--- src/pkg/tmc_regs.svh ---
// Register offsets, field positions, reset values and timing counts of the timer/counter.
`ifndef TMC_REGS_SVH
`define TMC_REGS_SVH
`define TMC_OFF_COUNT      12'h000
`define TMC_OFF_OPTION     12'h004
`define TMC_OFF_INTCTL     12'h008
`define TMC_OFF_STATUS     12'h00c
`define TMC_OFF_CLEAR      12'h010
`define TMC_OFF_ENABLE     12'h014
`define TMC_OPT_PS_LSB     0
`define TMC_OPT_PSA        3
`define TMC_OPT_SE         4
`define TMC_OPT_CS         5
`define TMC_INT_FLAG       2
`define TMC_INT_IE         5
`define TMC_OPT_RESET      8'hff
`define TMC_INT_RESET      8'h00
`define TMC_CLK_MHZ        125
`define TMC_ICLK_MHZ       2
`define TMC_ICLK_DIV       ((`TMC_CLK_MHZ + `TMC_ICLK_MHZ - 1) / `TMC_ICLK_MHZ)
`define TMC_INHIBIT_CYC    2
`endif

--- src/pkg/tmc_pkg.sv ---
// Types shared by the timer/counter design.
`default_nettype none
package tmc_pkg;
   typedef enum logic [1:0] {
      TMC_Q1 = 2'b00,
      TMC_Q2 = 2'b01,
      TMC_Q3 = 2'b10,
      TMC_Q4 = 2'b11
   } tmc_phase_t;
   typedef struct packed {
      logic [7:0]  count;
      logic [7:0]  option;
      logic        flag;
      logic        irq_en;
      logic [7:0]  presc;
      logic [1:0]  inhibit;
      logic [6:0]  div;
      tmc_phase_t  phase;
      logic        ext_d;
      logic        ext_sync;
      logic        prs_q2;
      logic        prs_out_d;
      logic        ovf_sts;
      logic        ovf_en;
      logic [31:0] prdata;
      logic        pready;
      logic        irq;
   } tmc_state_t;
endpackage
`default_nettype wire

--- src/core/tmc_timer0.sv ---
// Eight-bit timer/counter with shared prescaler behind an APB slave.
//
// Operation
// RQ1: Eight-bit counter with eight-bit prescaler, timer/counter.
// RQ2: Timer mode increments every instruction cycle.
// RQ3: Counter write blocks increments two cycles.
// RQ4: Counter mode counts selected edge of input.
// RQ5: Counter mode selected by writing one.
// RQ6: Assign bit zero gives prescaler to counter.
// RQ7: Rate field picks 1:2 to 1:256.
// RQ8: Assign bit set bypasses prescaler, 1:1.
// RQ9: Prescaler hidden; counter write clears it.
// RQ10: Software sequence moving prescaler to watchdog.
// RQ11: Software sequence moving prescaler to counter.
// RQ12: Wrap from maximum to zero sets flag.
// RQ13: Only software clears flag; enable gates request.
// RQ14: External path sampled on second, fourth phase.
// RQ15: Sleep stops counter, value kept.
// RQ16: Overflow never wakes from Sleep.
// RQ17: Instruction clock is 2 MHz; the code gives one icyc every 252 clocks, near 0.5 MHz.
// RQ18: Rate n divides by two to n+1.
`include "tmc_regs.svh"
`default_nettype none
module tmc_timer0 (
   // Clock and reset.
   input  wire logic        pclk,
   input  wire logic        presetn,
   // APB slave.
   input  wire logic        psel,
   input  wire logic        penable,
   input  wire logic        pwrite,
   input  wire logic [11:0] paddr,
   input  wire logic [31:0] pwdata,
   output logic      [31:0] prdata,
   output logic             pready,
   output logic             pslverr,
   // Device context.
   input  wire logic        external_count_input,
   input  wire logic        sleep_mode,
   input  wire logic        watchdog_timer_clear,
   // Interrupt and prescaler output.
   output logic             irq,
   output logic             wdt_prescaler_tick
);
   import tmc_pkg::*;

   // ==========================================================
   // State registers
   tmc_state_t st_r;
   tmc_state_t st_nxt;
   logic       wdt_tick_r;
   logic       wdt_tick_nxt;

   logic wr_acc;
   logic rd_setup;
   logic wrap_ev;
   logic icyc;
   logic prescaler_assign;
   logic tmode;
   logic cnt_wr;
   logic presc_clk;
   logic ext_edge;
   logic prs_out;
   logic inc;
   logic [7:0] ps_mask;

   // Bus strobes; read data is registered in the setup cycle so it stands through the access cycle.
   assign wr_acc   = psel && penable && pwrite;
   assign rd_setup = psel && !penable && !pwrite;
   assign cnt_wr = wr_acc && (paddr == `TMC_OFF_COUNT);
   assign prescaler_assign    = st_r.option[`TMC_OPT_PSA];
   assign tmode  = !st_r.option[`TMC_OPT_CS]; // [RQ2] [RQ5]
   // Instruction cycle pulse from the phase divider, last phase.
   assign icyc   = (st_r.div == 7'(`TMC_ICLK_DIV - 1)) && (st_r.phase == TMC_Q4); // [RQ17]

   // ==========================================================
   // Prescaler select
   // Tap bit n of the ripple prescaler gives 2^(n+1) division.
   always_comb begin
      ps_mask = 8'h00;
      ps_mask[st_r.option[2:0]] = 1'b1; // [RQ18] [RQ7]
   end

   // Edge of the selected source that feeds the prescaler.
   assign ext_edge  = st_r.option[`TMC_OPT_SE] ? (st_r.ext_d && !external_count_input)
                                             : (!st_r.ext_d && external_count_input); // [RQ4]
   assign presc_clk = tmode ? icyc : ext_edge;
   // Prescaler output level, or the per-edge toggle ext_sync when bypassed.
   assign prs_out   = prescaler_assign ? st_r.ext_sync : (|(st_r.presc & ps_mask)); // [RQ8]

   always_comb begin
      st_nxt       = st_r;
      wdt_tick_nxt = 1'b0;
      inc          = 1'b0;
      wrap_ev      = 1'b0;
      st_nxt.ext_d = external_count_input;
      // Phase divider for the instruction clock.
      if (st_r.div == 7'(`TMC_ICLK_DIV - 1)) begin
         st_nxt.div   = 7'h00;
         st_nxt.phase = tmc_phase_t'(2'(st_r.phase + 2'h1));
      end else begin
         st_nxt.div = 7'(st_r.div + 7'h01);
      end
      // Shared prescaler; only one owner at a time.
      if (!prescaler_assign) begin // [RQ6]
         if (presc_clk && !sleep_mode) begin
            st_nxt.presc = 8'(st_r.presc + 8'h01); // [RQ1]
         end
      end else if (watchdog_timer_clear) begin
         st_nxt.presc = 8'h00;
      end else if (st_r.div == 7'h00 && st_r.phase == TMC_Q1) begin
         st_nxt.presc = 8'(st_r.presc + 8'h01);
         // One tick each time the selected tap rises, once per full division.
         wdt_tick_nxt = |(8'(st_r.presc + 8'h01) & ~st_r.presc & ps_mask);
      end
      // External edge held for resync when bypassing the prescaler.
      if (ext_edge) begin
         st_nxt.ext_sync = ~st_r.ext_sync;
      end
      // Sample prescaler output on Q2 then Q4 into the counter domain.
      if (st_r.div == 7'h00 && st_r.phase == TMC_Q2) begin
         st_nxt.prs_q2 = tmode && prescaler_assign ? st_r.prs_q2 : prs_out; // [RQ14]
      end
      if (st_r.div == 7'h00 && st_r.phase == TMC_Q4) begin
         st_nxt.prs_out_d = st_r.prs_q2; // [RQ14]
         if (!tmode || !prescaler_assign) begin
            inc = st_r.prs_q2 && !st_r.prs_out_d;
         end
      end
      if (tmode && prescaler_assign) begin
         inc = icyc; // [RQ2]
      end
      // Bypassed external path toggles once per edge, so either change counts.
      if (!tmode && prescaler_assign) begin
         inc = (st_r.div == 7'h00 && st_r.phase == TMC_Q4) && (st_r.prs_q2 != st_r.prs_out_d); // [RQ4]
      end
      // Write inhibit counts down in instruction cycles.
      if (icyc && st_r.inhibit != 2'h0) begin
         st_nxt.inhibit = 2'(st_r.inhibit - 2'h1);
      end
      // Counter increment, frozen in Sleep.
      if (inc && !sleep_mode && st_r.inhibit == 2'h0) begin // [RQ15] [RQ3]
         st_nxt.count = 8'(st_r.count + 8'h01);
         if (st_r.count == 8'hff) begin
            wrap_ev        = 1'b1;
            st_nxt.flag    = 1'b1; // [RQ12]
            st_nxt.ovf_sts = 1'b1;
         end
      end
      // Register writes; hardware set wins over software clear.
      if (wr_acc) begin
         case (paddr)
            `TMC_OFF_COUNT: begin
               st_nxt.count   = pwdata[7:0];
               st_nxt.inhibit = 2'(`TMC_INHIBIT_CYC); // [RQ3]
               if (!prescaler_assign) begin
                  st_nxt.presc = 8'h00; // [RQ9]
               end
            end
            `TMC_OFF_OPTION: st_nxt.option = pwdata[7:0];
            `TMC_OFF_INTCTL: begin
               st_nxt.irq_en = pwdata[`TMC_INT_IE];
               st_nxt.flag   = pwdata[`TMC_INT_FLAG] || wrap_ev; // [RQ13]
            end
            `TMC_OFF_CLEAR: begin
               if (pwdata[0] && !wrap_ev) begin
                  st_nxt.ovf_sts = 1'b0;
               end
            end
            `TMC_OFF_ENABLE: st_nxt.ovf_en = pwdata[0];
            default: begin
            end
         endcase
      end
      // Read mux; the prescaler count is never visible.
      st_nxt.prdata = 32'h0000_0000;
      if (rd_setup) begin
         case (paddr)
            `TMC_OFF_COUNT:  st_nxt.prdata = {24'h000000, st_r.count};
            `TMC_OFF_OPTION: st_nxt.prdata = {24'h000000, st_r.option};
            `TMC_OFF_INTCTL: st_nxt.prdata = {26'h0, st_r.irq_en, 2'b00, st_r.flag, 2'b00};
            `TMC_OFF_STATUS: st_nxt.prdata = {31'h0, st_r.ovf_sts};
            `TMC_OFF_ENABLE: st_nxt.prdata = {31'h0, st_r.ovf_en};
            default:         st_nxt.prdata = 32'h0000_0000;
         endcase
      end
      // Ready stands in the access cycle that follows every setup cycle.
      st_nxt.pready = psel && !penable;
      // Interrupt request gated by enable; frozen counter cannot raise it in Sleep.
      st_nxt.irq = (st_nxt.flag && st_nxt.irq_en) || (st_nxt.ovf_sts && st_nxt.ovf_en); // [RQ13] [RQ16]
   end

   // Register the whole state.
   always_ff @(posedge pclk or negedge presetn) begin
      if (!presetn) begin
         st_r        <= '0;
         st_r.option <= `TMC_OPT_RESET;
         st_r.phase  <= TMC_Q1;
         wdt_tick_r  <= 1'b0;
      end else begin
         st_r       <= st_nxt;
         wdt_tick_r <= wdt_tick_nxt;
      end
   end

   // Outputs.
   assign prdata             = st_r.prdata;
   assign pready             = st_r.pready;
   assign pslverr            = 1'b0;
   assign irq                = st_r.irq;
   assign wdt_prescaler_tick = wdt_tick_r;
endmodule // tmc_timer0
`default_nettype wire

--- config.mk ---
export PLATFORM = sky130hd
export DESIGN_NAME = tmc_timer0
export DESIGN_NICKNAME = d
export VERILOG_FILES = /design/src/pkg/tmc_pkg.sv /design/src/core/tmc_timer0.sv
export VERILOG_INCLUDE_DIRS = /design/src /design/src/pkg
export SDC_FILE = /design/constraint.sdc
export NUM_CORES = 1
export LEC_CHECK = 0
export ABC_AREA = 1
export BUFFER_PORTS_ARGS = -buffer_cell sky130_fd_sc_hd__buf_2
export CAP_MARGIN = 25
export CORE_ASPECT_RATIO = 0.6
export CORE_MARGIN = 2
export CORE_UTILIZATION = 45
export CTS_CLUSTER_DIAMETER = 50
export DETAILED_ROUTE_END_ITERATION = 10
export PLACE_DENSITY = 0.7
export SLEW_MARGIN = 25
export SYNTH_ARGS = -nofsm -noshare
export SYNTH_HDL_FRONTEND = slang
export SYNTH_SLANG_ARGS = --single-unit
--- constraint.sdc ---
create_clock -name pclk -period 2.1 [get_ports pclk]
set_clock_uncertainty 0.1 [all_clocks]
set_input_delay 0.42 -clock pclk [delete_from_list [all_inputs] [get_ports pclk]]
set_output_delay 0.42 -clock pclk [all_outputs]
set_load 0.005 [all_outputs]
# After elaboration in Yosys (flattened, before gate mapping)
# Cells that the tools add are included.
[totals]
register_bits = 78
word_cells = 121
[op_classes]
addsub = 5
order_cmp = 2
eq_ne = 10
muxes = 37
bitwise = 6
n_reduce_logical = 43
[ops]
columns = ["op", "count"]
rows = [
  ["8-bit 2-to-1 mux", 9],
  ["8-bit case mux with 5 select lines", 1],
  ["28-bit 2-to-1 mux", 1],
  ["8-bit bitwise AND", 3],
  ["12-bit by 4-bit equality test with 1-bit output (second input constant)", 2],
  ["12-bit by 5-bit equality test with 1-bit output (second input constant)", 2],
  ["1-bit logical AND", 22],
  ["1-bit 2-to-1 mux", 20],
  ["8-bit by 1-bit adder with 8-bit output (second input constant)", 2],
  ["8-bit OR reduction", 2],
  ["12-bit by 3-bit equality test with 1-bit output (second input constant)", 1],
  ["12-bit logical NOT", 1],
  ["10-bit 2-to-1 mux", 1],
  ["1-bit logical NOT", 9],
  ["8-bit equality test (second input constant)", 1],
  ["8-bit inverter", 1],
  ["7-bit by 1-bit adder with 7-bit output (second input constant)", 1],
  ["7-bit by 6-bit equality test with 1-bit output (second input constant)", 1],
  ["7-bit logical NOT", 1],
  ["7-bit 2-to-1 mux", 1],
  ["2-bit 2-to-1 mux", 3],
  ["2-bit logical NOT", 2],
  ["3-bit by 4-bit less-than comparator with 1-bit output (second input constant)", 1],
  ["2-bit AND reduction", 2],
  ["10 further kinds", 13],
]

# Depth between registers and ports, before layout
# Gate-level depths: netlist of run 1.
[depth]
ltp_word = 16
mapped_depth = 14

# Worst setup path before layout of run 1
# OpenSTA, ideal clock, no wires.
[synth_timing]
path_type = "reg2reg"
from = "reg st_r[42] (netlist bit)"
to = "reg st_r[54] (netlist bit)"
setup_time_ps = 113
t_arrival_ps = 1538
path_slack_ps = 349
stages_incl_launch_ff = 14
synth_period_minus_slack_ps = 1751
path_cell_list = "dfrtp_1 inv_1 ha_1 inv_1 nor2_1 and3_1 nand2_1 inv_1 buf_2 nand2_1 o211ai_1 nand2_1 nand2_1 inv_1"
[synth_rtl]
columns = ["item", "line_no", "source"]
rows = [
  ["start: declaration", "tmc_timer0.sv:49", "tmc_state_t st_r;"],
  ["start signal: assignment", "tmc_timer0.sv:201", "st_r <= st_nxt;"],
]

==> results of run 1 <==
-- power by group through the flow --
stage               clock (mW)  sequential, mW  combinational, mW
floorplan                    0            1.08             0.0811
global placement             0            1.08              0.116
detailed placement           0            1.08              0.118
CTS                      0.840            1.06              0.117
global route             0.881            1.06              0.134
finish                   0.816            1.06              0.116
-- how the worst max path moves through the flow --
stage	from	to	slack [ns]	cells after the start
after floorplan	st_r[42]	st_r[54]	0.35	13
after global placement	paddr[7]	prdata[7]	0.09	9
after detailed placement	paddr[7]	prdata[7]	0.07	9
after CTS	st_r[42]	irq	0.14	12
after global routing	st_r[42]	irq	-0.007	12
final	st_r[42]	irq	0.15	12
-- sequential cells by signal, indices dropped and copies added, names as in the netlist --
name and flops:
irq 1, prdata 8, pready 1, prescaler_assign 1
st_r 42, wdt_prescaler_tick 1
-- timing repair --
action / in CTS / in global routing
endpoints found under the setup margin: 0 / 6
setup buffers: 0 / 4
resized for setup: 0 / 4
-- critical path, stage by stage, from the launching register on --
cell,delay (ns)
dfrtp_1,0.41
inv_1,0.10
ha_1,0.15
inv_1,0.05
nor2_2,0.08
nand4_1,0.17
a21boi_2,0.27
nand2_4,0.13
nor2_4,0.11
nand3_2,0.08
nand2_1,0.10
nand2_1,0.06
nand2_1,0.08
-- per-stage QoR --
| step | utilization [%] | power [mW] | hold WS, ns | worst slack [ns] |
|---|---|---|---|---|
| final | 53.5 | 1.99 | 0.00225 | 0.155 |
| after global routing | 53.5 | 2.08 | 0.0389 | -0.00704 |
| after CTS | 52.9 | 2.02 | 0.0141 | 0.136 |
| after detailed placement | 51.0 | 1.20 | 0.340 | 0.0714 |
| after global placement | 51.0 | 1.20 | 0.341 | 0.0915 |
| after floorplan | - | 1.16 | 0.0244 | 0.349 |
-- cell type report --
class                   instances  area (um2)  area share [%]
clock buffers                   7         133            3.34
clock inverters                 1        7.51           0.189
inverters                      63         236            5.96
multi-input cells             318        1740            43.8
well taps                     104         130            3.28
repair buffers                 57         358            9.02
flip-flops and latches         54        1360            34.4
-- per-layer routing --
metal,vias to the layer above,GRT usage [%]
met5,-,0
met4,0,6.16
met3,12,3.93
met2,115,27.6
met1,1435,29.3
li1,1509,-
-- cells in the final DEF (no fill, tap or decap), types with 4 or more instances in the layout --
cell,count
xor2_1,4
nand4_1,6
dfrtp_1,45
clkbuf_16,5
ha_1,17
conb_1,25
nand3_1,28
nor3_1,10
nand2_4,4
o21ai_0,14
nor2_1,47
a21oi_1,25
nand2_1,84
buf_2,38
o211ai_1,8
dfstp_2,8
nor2_4,4
buf_4,17
o21ai_1,7
inv_1,61
o22ai_1,6
-- cell families (layout without fill, tap and decap cells) --
kind of cell	Yosys count	after routing	synth area share, %
adder cells (fa/ha/maj)	17	17	6.06
AO/OA/AOI/OAI	76	76	13.5
AND/OR/NAND/NOR	194	194	25.3
other	1	25	0.107
multiplexers	2	2	0.606
flip-flops	54	54	38.8
buffers and inverters	103	128	14.7
XOR/XNOR	4	4	0.997
==> results_dict.tcl, run 1 <==
set metrics [dict create \
    wl_per_cell_um 13.2 \
    switching_share_pct 22.9 \
    initial_core_util_pct 47.4 \
    ys_seq_area_share_pct 38.8 \
    power.share.clock_pct 40.9 \
    ant_nets 0 \
    fin_nets 568 \
    seqPwrFrac_pct 53.3 \
    rr_startpoint "st_r[42]" \
    drc 0 \
    reg2reg_setup_slack_ns 0.15 \
    drt-vias-per-instance 5.08 \
    fin_setup_tns_ns 0 \
    critical_path.max_fanout 7 \
    port_buffers 38 \
    ys_top_cells_by_count "nand2_1 (84), inv_1 (61), nor2_1 (48)" \
    clkSlewWorstSetupHoldPaths_ns 0.07 \
    gp_congestion 0.881 \
    grt_max_degree 55 \
    grt_pass1_wl_um 13100 \
    netlist_area_um2 3510 \
    dr.pass1.iters 6 \
    power.internal_mw 1.54 \
    globalRouteTotalUtil_pct 19.4 \
    synth.most_common_cell "nand2_1" \
    required_ns 2.24 \
    met3_length_um 522 \
    die_w_um 118 \
    cts.path.max_buffers 2 \
    min_period_ns 1.95 \
    cp_data_arrival_time_ns 2.08 \
    hold_buffers 0 \
    met2WireLength_um 3320 \
    initialDrtViolationCount 194 \
    ir_drop_mv 0.335 \
    fmax_mhz 514 \
    p_per_area_nw_per_um2 503 \
    grt_pass1_vias 2731 \
    synth-edff-count 0 \
    dp_hpwl_um 5900 \
    min_path_type "input pin to async pin" \
    yosys.area.top_type_share_pct 32.8 \
    period_share_pct 92.6 \
    h-tree-depth 2 \
    yosys_register_bits 54 \
    status "completed" \
    postLayoutCellArea_um2 3970 \
    start_kind "flip-flop" \
    die-area_um2 8550 \
    placed_cell_area_um2 3780 \
    routed-via-count 3071 \
    antenna_found_initial 0 \
    die_h_um 72.4 \
    dp_cells 592 \
    end_kind "flip-flop" \
    grt-ovfl-total 0 \
    row_count 24 \
    syn_to_final_growth_pct 12.9 \
    routed_wl_um 7980 \
    synth-main-ff-cell "dfrtp_1" \
    topRoutingLayerUsed "met4" \
    boundaryPins 88 \
    worst_skew_pair.late_latency_ns 0.29 \
    ys_types 40 \
    syn_area_per_cell_um2 7.79 \
    finalHoldViolCount 0 \
    finalSetupViolCount 0 \
    layout-drive-gt1-share_pct 19.4 \
    drv_slew 0 \
    yosysWarnings 0 \
    synthArstFlopShare_pct 100 \
    m1WireLength_um 4020 \
    cts_buffers 5 \
    instances_no_fill 604 \
    cap_viol_max_count 0 \
    p_comb_share_pct 5.8 \
    p_sw_uw 456 \
    num_antenna_cells 0 \
    critical_path_class "flip-flop to flip-flop" \
    fp.coreArea_um2 7420 \
    syn_inst 451 \
    worstReg2RegEnd "irq" \
    cts-root-buf "clkbuf_16" \
    synthTopCellsByArea "dfrtp_1 (33%), nand2_1 (9.0%), buf_4 (7.1%), inv_1 (6.5%), ha_1 (6.1%)" \
    yosys.area.top_type "dfrtp_1" \
    cts_tree "built" \
    reg2reg_depth 12 \
    clock_sinks 54 \
    p_leak_nw 2.05 \
    nFillCells 713 \
]
No activity file was read; power rests on OpenSTA's default activity.
==> inputs of run 2 (changes only) <==
--- a/config.mk
+++ b/config.mk
@@ -7,7 +7,7 @@
 export NUM_CORES = 1
 export LEC_CHECK = 0
 export ABC_AREA = 1
-export BUFFER_PORTS_ARGS = -buffer_cell sky130_fd_sc_hd__buf_2
+export BUFFER_PORTS_ARGS = -buffer_cell sky130_fd_sc_hd__buf_4
 export CAP_MARGIN = 25
 export CORE_ASPECT_RATIO = 0.6
 export CORE_MARGIN = 2
@@ -15,6 +15,7 @@
 export CTS_CLUSTER_DIAMETER = 50
 export DETAILED_ROUTE_END_ITERATION = 10
 export PLACE_DENSITY = 0.7
+export SKIP_LAST_GASP = 1
 export SLEW_MARGIN = 25
 export SYNTH_ARGS = -nofsm -noshare
 export SYNTH_HDL_FRONTEND = slang
==> run 2 against run 1 <==
Net effect:
- combinational power is 9% higher
- critical path depth decreased by 3
- power up 7.1%
- largest power group unchanged
==> results_dict.tcl, run 2 (synthesis results as in run 1) <==
set metrics [dict create \
    grt_pass1_vias 2767 \
    power_mw 2.14 \
    fmax_mhz 513 \
    cts.path.max_buffers 2 \
    min_period_ns 1.95 \
    path_cells "inv_1 > nor3_1 > nand2_1 > nor3_1 > ha_1 > inv_1 > nor2_1 > a41oi_1 > a41oi_1" \
    initialDrtViolationCount 267 \
    ant_nets 0 \
    fin_nets 572 \
    p_per_area_nw_per_um2 521 \
    routed_wl_um 8050 \
    worst_skew_pair.late_latency_ns 0.29 \
    port_buffers 38 \
    num_antenna_cells 0 \
    gp_congestion 0.888 \
    cts-root-buf "clkbuf_16" \
    worst-path-buf-inv 2 \
    critical_path.top_delay_family "simple AND/OR/NAND/NOR gates" \
    min_path_type "input pin to async pin" \
    boundaryPins 88 \
    syn_to_final_growth_pct 16.7 \
    placed_cell_area_um2 3870 \
    drv_slew 0 \
    drt-vias-per-instance 4.99 \
    seq_area_um2 1360 \
    cts_buffers 5 \
    status "completed" \
    nFillCells 707 \
    globalRouteTotalUtil_pct 19.6 \
    end_kind "flip-flop" \
    critical_path_class "flip-flop to flip-flop" \
    h-tree-depth 2 \
    clkSlewWorstSetupHoldPaths_ns 0.07 \
    tightest_slew_ns 0.704 \
    grt_pass1_wl_um 13400 \
    initial_core_util_pct 47.4 \
    drc 0 \
    critical_path.max_fanout 7 \
    max_stage_delay_ns 0.46 \
    fp.coreArea_um2 7420 \
    period_share_pct 92.8 \
    wl_per_cell_um 13.2 \
    routed-via-count 3034 \
    die_h_um 72.4 \
    instances_no_fill 608 \
    grt-ovfl-total 0 \
    grt_max_degree 55 \
    largest_reg_flops 42 \
    cap_viol_max_count 0 \
    multiInputGateArea_um2 1740 \
    die-area_um2 8550 \
    start_kind "flip-flop" \
    layout-drive-gt1-share_pct 19.8 \
    regMostFlops "st_r" \
    dp_cells 593 \
    clock_sinks 54 \
    postLayoutCellArea_um2 4100 \
    cp_data_arrival_time_ns 2.05 \
    row_count 24 \
    die_w_um 118 \
    mostFrequentLayoutCell "nand2_1" \
    dp_hpwl_um 5960 \
    most-common-layout-cells "nand2_1 (84), inv_1 (61), buf_4 (60), nor2_1 (47), dfrtp_1 (46)" \
    p_leak_nw 2.10 \
    slowest_stage "dfrtp_1" \
    required_ns 2.20 \
    antenna_found_initial 0 \
    finalSetupViolCount 0 \
    cts_tree "built" \
    slew_headroom_pct 53.1 \
    dr.pass1.iters 5 \
    fin_setup_tns_ns 0 \
    ir_drop_mv 0.303 \
    finalHoldViolCount 0 \
    finalCoreUtilization_pct 55.3 \
]
==> run 2: changes by cell type in the layout (fill, tap and decap cells not counted) <==
cell,delta
dfrtp_1,+1
o21ai_1,+1
clkbuf_1,-1
buf_12,-1
dfrtp_2,-1
buf_4,+43
bufinv_16,+1
o21ai_2,-1
buf_2,-38
==> run 2: worst reg2reg max path, stage by stage (launching register included) <==
cell and delay (ns):
dfrtp_1 0.46, inv_1 0.12, nor3_1 0.23, nand2_1 0.15, nor3_1 0.18, ha_1 0.18
inv_1 0.04, nor2_1 0.10, a41oi_1 0.05, a41oi_1 0.25
==> run 2: what timing repair did <==
action	4_1_cts	5_1_grt
buffers inserted	0	7
hold buffers	0	0
endpoints found under the setup margin	0	5
gates resized for setup	0	2
==> run 2: metal layers <==
| metal | routed length [um] | track usage (%) |
|---|---|---|
| met1 | 4190 | 30.0 |
| met2 | 3320 | 28.4 |
| met3 | 498 | 4.01 |
| met4 | 51 | 4.28 |
| met5 | 0 | 0 |
==> run 2: area by class of cell <==
type / instances / share of cell area, %
Clock buffer: 6 / 3.14
Clock inverter: 2 / 0.915
Inverter: 63 / 5.77
Multi-Input combinational cell: 318 / 42.3
Sequential cell: 54 / 33.2
Tap cell: 104 / 3.17
Timing Repair Buffer: 61 / 11.5
==> run 2: path summary, 6_finish.rpt <==
| kind | cells after the start | slack [ns] | from | to |
|---|---|---|---|---|
| max in group asynchronous | 1 | 1.36 | presetn | st_r[39] |
| max reg2reg | 9 | 0.15 | st_r[51] | wdt_prescaler_tick |
| min reg2reg | 2 | 0.37 | st_r[67] | st_r[67] |
| max | 9 | 0.15 | st_r[51] | wdt_prescaler_tick |
| min in group pclk | 1 | 0.16 | external_count_input | st_r[39] |
| min | 1 | 0.06 | presetn | st_r[76] |
==> run 2: metrics by stage <==
| stage | worst slack [ns] | hold slack [ns] |
|---|---|---|
| after floorplan | 0.349 | 0.0244 |
| after global placement | 0.0750 | 0.360 |
| after detailed placement | 0.0523 | 0.363 |
| after CTS | 0.123 | 0.100 |
| after global routing | -0.00831 | 0.137 |
| final | 0.151 | 0.0600 |
==> run 2: where the power goes <==
part | switching, mW | internal (mW) | leakage [nW]
registers | 0.0103 | 1.05 | 0.680
logic | 0.0753 | 0.0515 | 1.34
clock network | 0.381 | 0.564 | 0.0771
total | 0.467 | 1.67 | 2.10
==> inputs of run 3 (changes only) <==
--- a/config.mk
+++ b/config.mk
@@ -14,7 +14,7 @@
 export CORE_UTILIZATION = 45
 export CTS_CLUSTER_DIAMETER = 50
 export DETAILED_ROUTE_END_ITERATION = 10
-export PLACE_DENSITY = 0.7
+export PLACE_DENSITY = 0.69
 export SKIP_LAST_GASP = 1
 export SLEW_MARGIN = 25
 export SYNTH_ARGS = -nofsm -noshare
==> run 3 against run 2 <==
Net effect:
- global-route usage increased by 0.18 points
- fmax down 5.1%
- die area did not move
- wire length is 1.2% lower
- sequential share of layout area decreased by 0.17 points
- via count is essentially flat
- final cell count is 0.16% lower
==> results_dict.tcl, run 3 (synthesis results as in run 1) <==
set metrics [dict create \
    port_buffers 38 \
    hold_buffers 0 \
    period_share_pct 97.8 \
    clock_sinks 54 \
    ir_drop_mv 0.285 \
    most-common-layout-cells "nand2_1 (79), inv_1 (60), buf_4 (58), nor2_1 (47), dfrtp_1 (46)" \
    fin_setup_tns_ns 0 \
    dr.pass1.iters 4 \
    critical_path.max_fanout 7 \
    power_mw 2.15 \
    routed_wl_um 7960 \
    pre_cts_ws_ns 0.0738 \
    fmax_mhz 487 \
    grt-ovfl-total 0 \
    min_period_ns 2.05 \
    start_kind "flip-flop" \
    cts.path.max_buffers 2 \
    slew_headroom_pct 54.8 \
    dp_cells 592 \
    syn_to_final_growth_pct 17.3 \
    fin_nets 571 \
    instances_no_fill 607 \
    grt_pass1_wl_um 13600 \
    initialDrtViolationCount 232 \
    grt_max_degree 55 \
    routed-via-count 3031 \
    cap_viol_max_count 0 \
    fp.coreArea_um2 7420 \
    status "completed" \
    required_ns 2.24 \
    grt_setup_unrepaired "yes" \
    p_per_area_nw_per_um2 521 \
    cts_tree "built" \
    cp_data_arrival_time_ns 2.19 \
    finalHoldViolCount 0 \
    row_count 24 \
    regMostFlops "st_r" \
    finalCoreUtilization_pct 55.6 \
    die-area_um2 8550 \
    drt-vias-per-instance 4.99 \
    p_leak_nw 2.10 \
    cts-root-buf "clkbuf_16" \
    min_path_type "input pin to async pin" \
    gp_congestion 0.931 \
    end_kind "flip-flop" \
    largest_reg_flops 42 \
    die_w_um 118 \
    initial_core_util_pct 47.4 \
    placed_cell_area_um2 3860 \
    cts_buffers 5 \
    globalRouteTotalUtil_pct 19.7 \
    ant_nets 0 \
    setup_slack_ns 0.0466 \
    holdWs_ns 0.0588 \
    grt_pass1_vias 2885 \
    num_antenna_cells 0 \
    die_h_um 72.4 \
    finalSetupViolCount 0 \
    postLayoutCellArea_um2 4120 \
    dp_hpwl_um 5870 \
    tightest_slew_ns 0.677 \
    drv_slew 0 \
    drc 0 \
    critical_path_class "flip-flop to flip-flop" \
    layout-drive-gt1-share_pct 21.1 \
    wl_per_cell_um 13.1 \
    mostFrequentLayoutCell "nand2_1" \
    boundaryPins 88 \
    clkSlewWorstSetupHoldPaths_ns 0.07 \
    antenna_found_initial 0 \
    worst_skew_pair.late_latency_ns 0.30 \
    h-tree-depth 2 \
    reg2reg_depth 12 \
]
## run 3: path summary, 6_finish.rpt
| path | to | slack [ns] | start |
|---|---|---|---|
| hold / removal | st_r[76] | 0.06 | presetn |
| hold reg to reg | st_r[67] | 0.38 | st_r[67] |
| min in group pclk | st_r[39] | 0.15 | external_count_input |
| setup / recovery | irq | 0.05 | st_r[42] |
| max in group asynchronous | prdata[4] | 1.39 | presetn |
| setup reg to reg | irq | 0.05 | st_r[42] |
## run 3: repair_timing
action	4_1_cts	5_1_grt
buffers inserted	0	7
setup endpoints to repair	0	15
resized for setup	0	12
## run 3: final cells by class
class	count	area [um2]
timing repair buffer	60	467
fill	674	3300
tap	104	130
clock inverter	1	30.0
clock buffer	7	133
inverter	63	236
multi-input combinational	318	1760
sequential	54	1360
## run 3: critical path, cell delays in order, from the launching register on
cell,delay [ns]
dfrtp_1,0.41
inv_2,0.09
ha_4,0.12
inv_1,0.05
nor2_2,0.15
nand4_1,0.20
a21boi_2,0.29
nand2_4,0.12
nor2_4,0.13
nand3_2,0.11
nand2_2,0.10
nand2_2,0.06
nand2_2,0.06
## run 3: where the power goes
| part | switching (mW) | total [mW] | leakage (nW) | internal, mW |
|---|---|---|---|---|
| sequential | 0.00966 | 1.06 | 0.680 | 1.05 |
| clock | 0.392 | 0.957 | 0.0781 | 0.565 |
| combinational | 0.0744 | 0.125 | 1.34 | 0.0510 |
## run 3: routing by layer
metal  GRT usage, %  wire, um  vias to the layer above
met5              0         0                        -
met4           3.35        44                        0
met3           3.77       445                        6
met2           30.0      3410                       94
met1           29.8      4060                     1409
li1               -         -                     1522
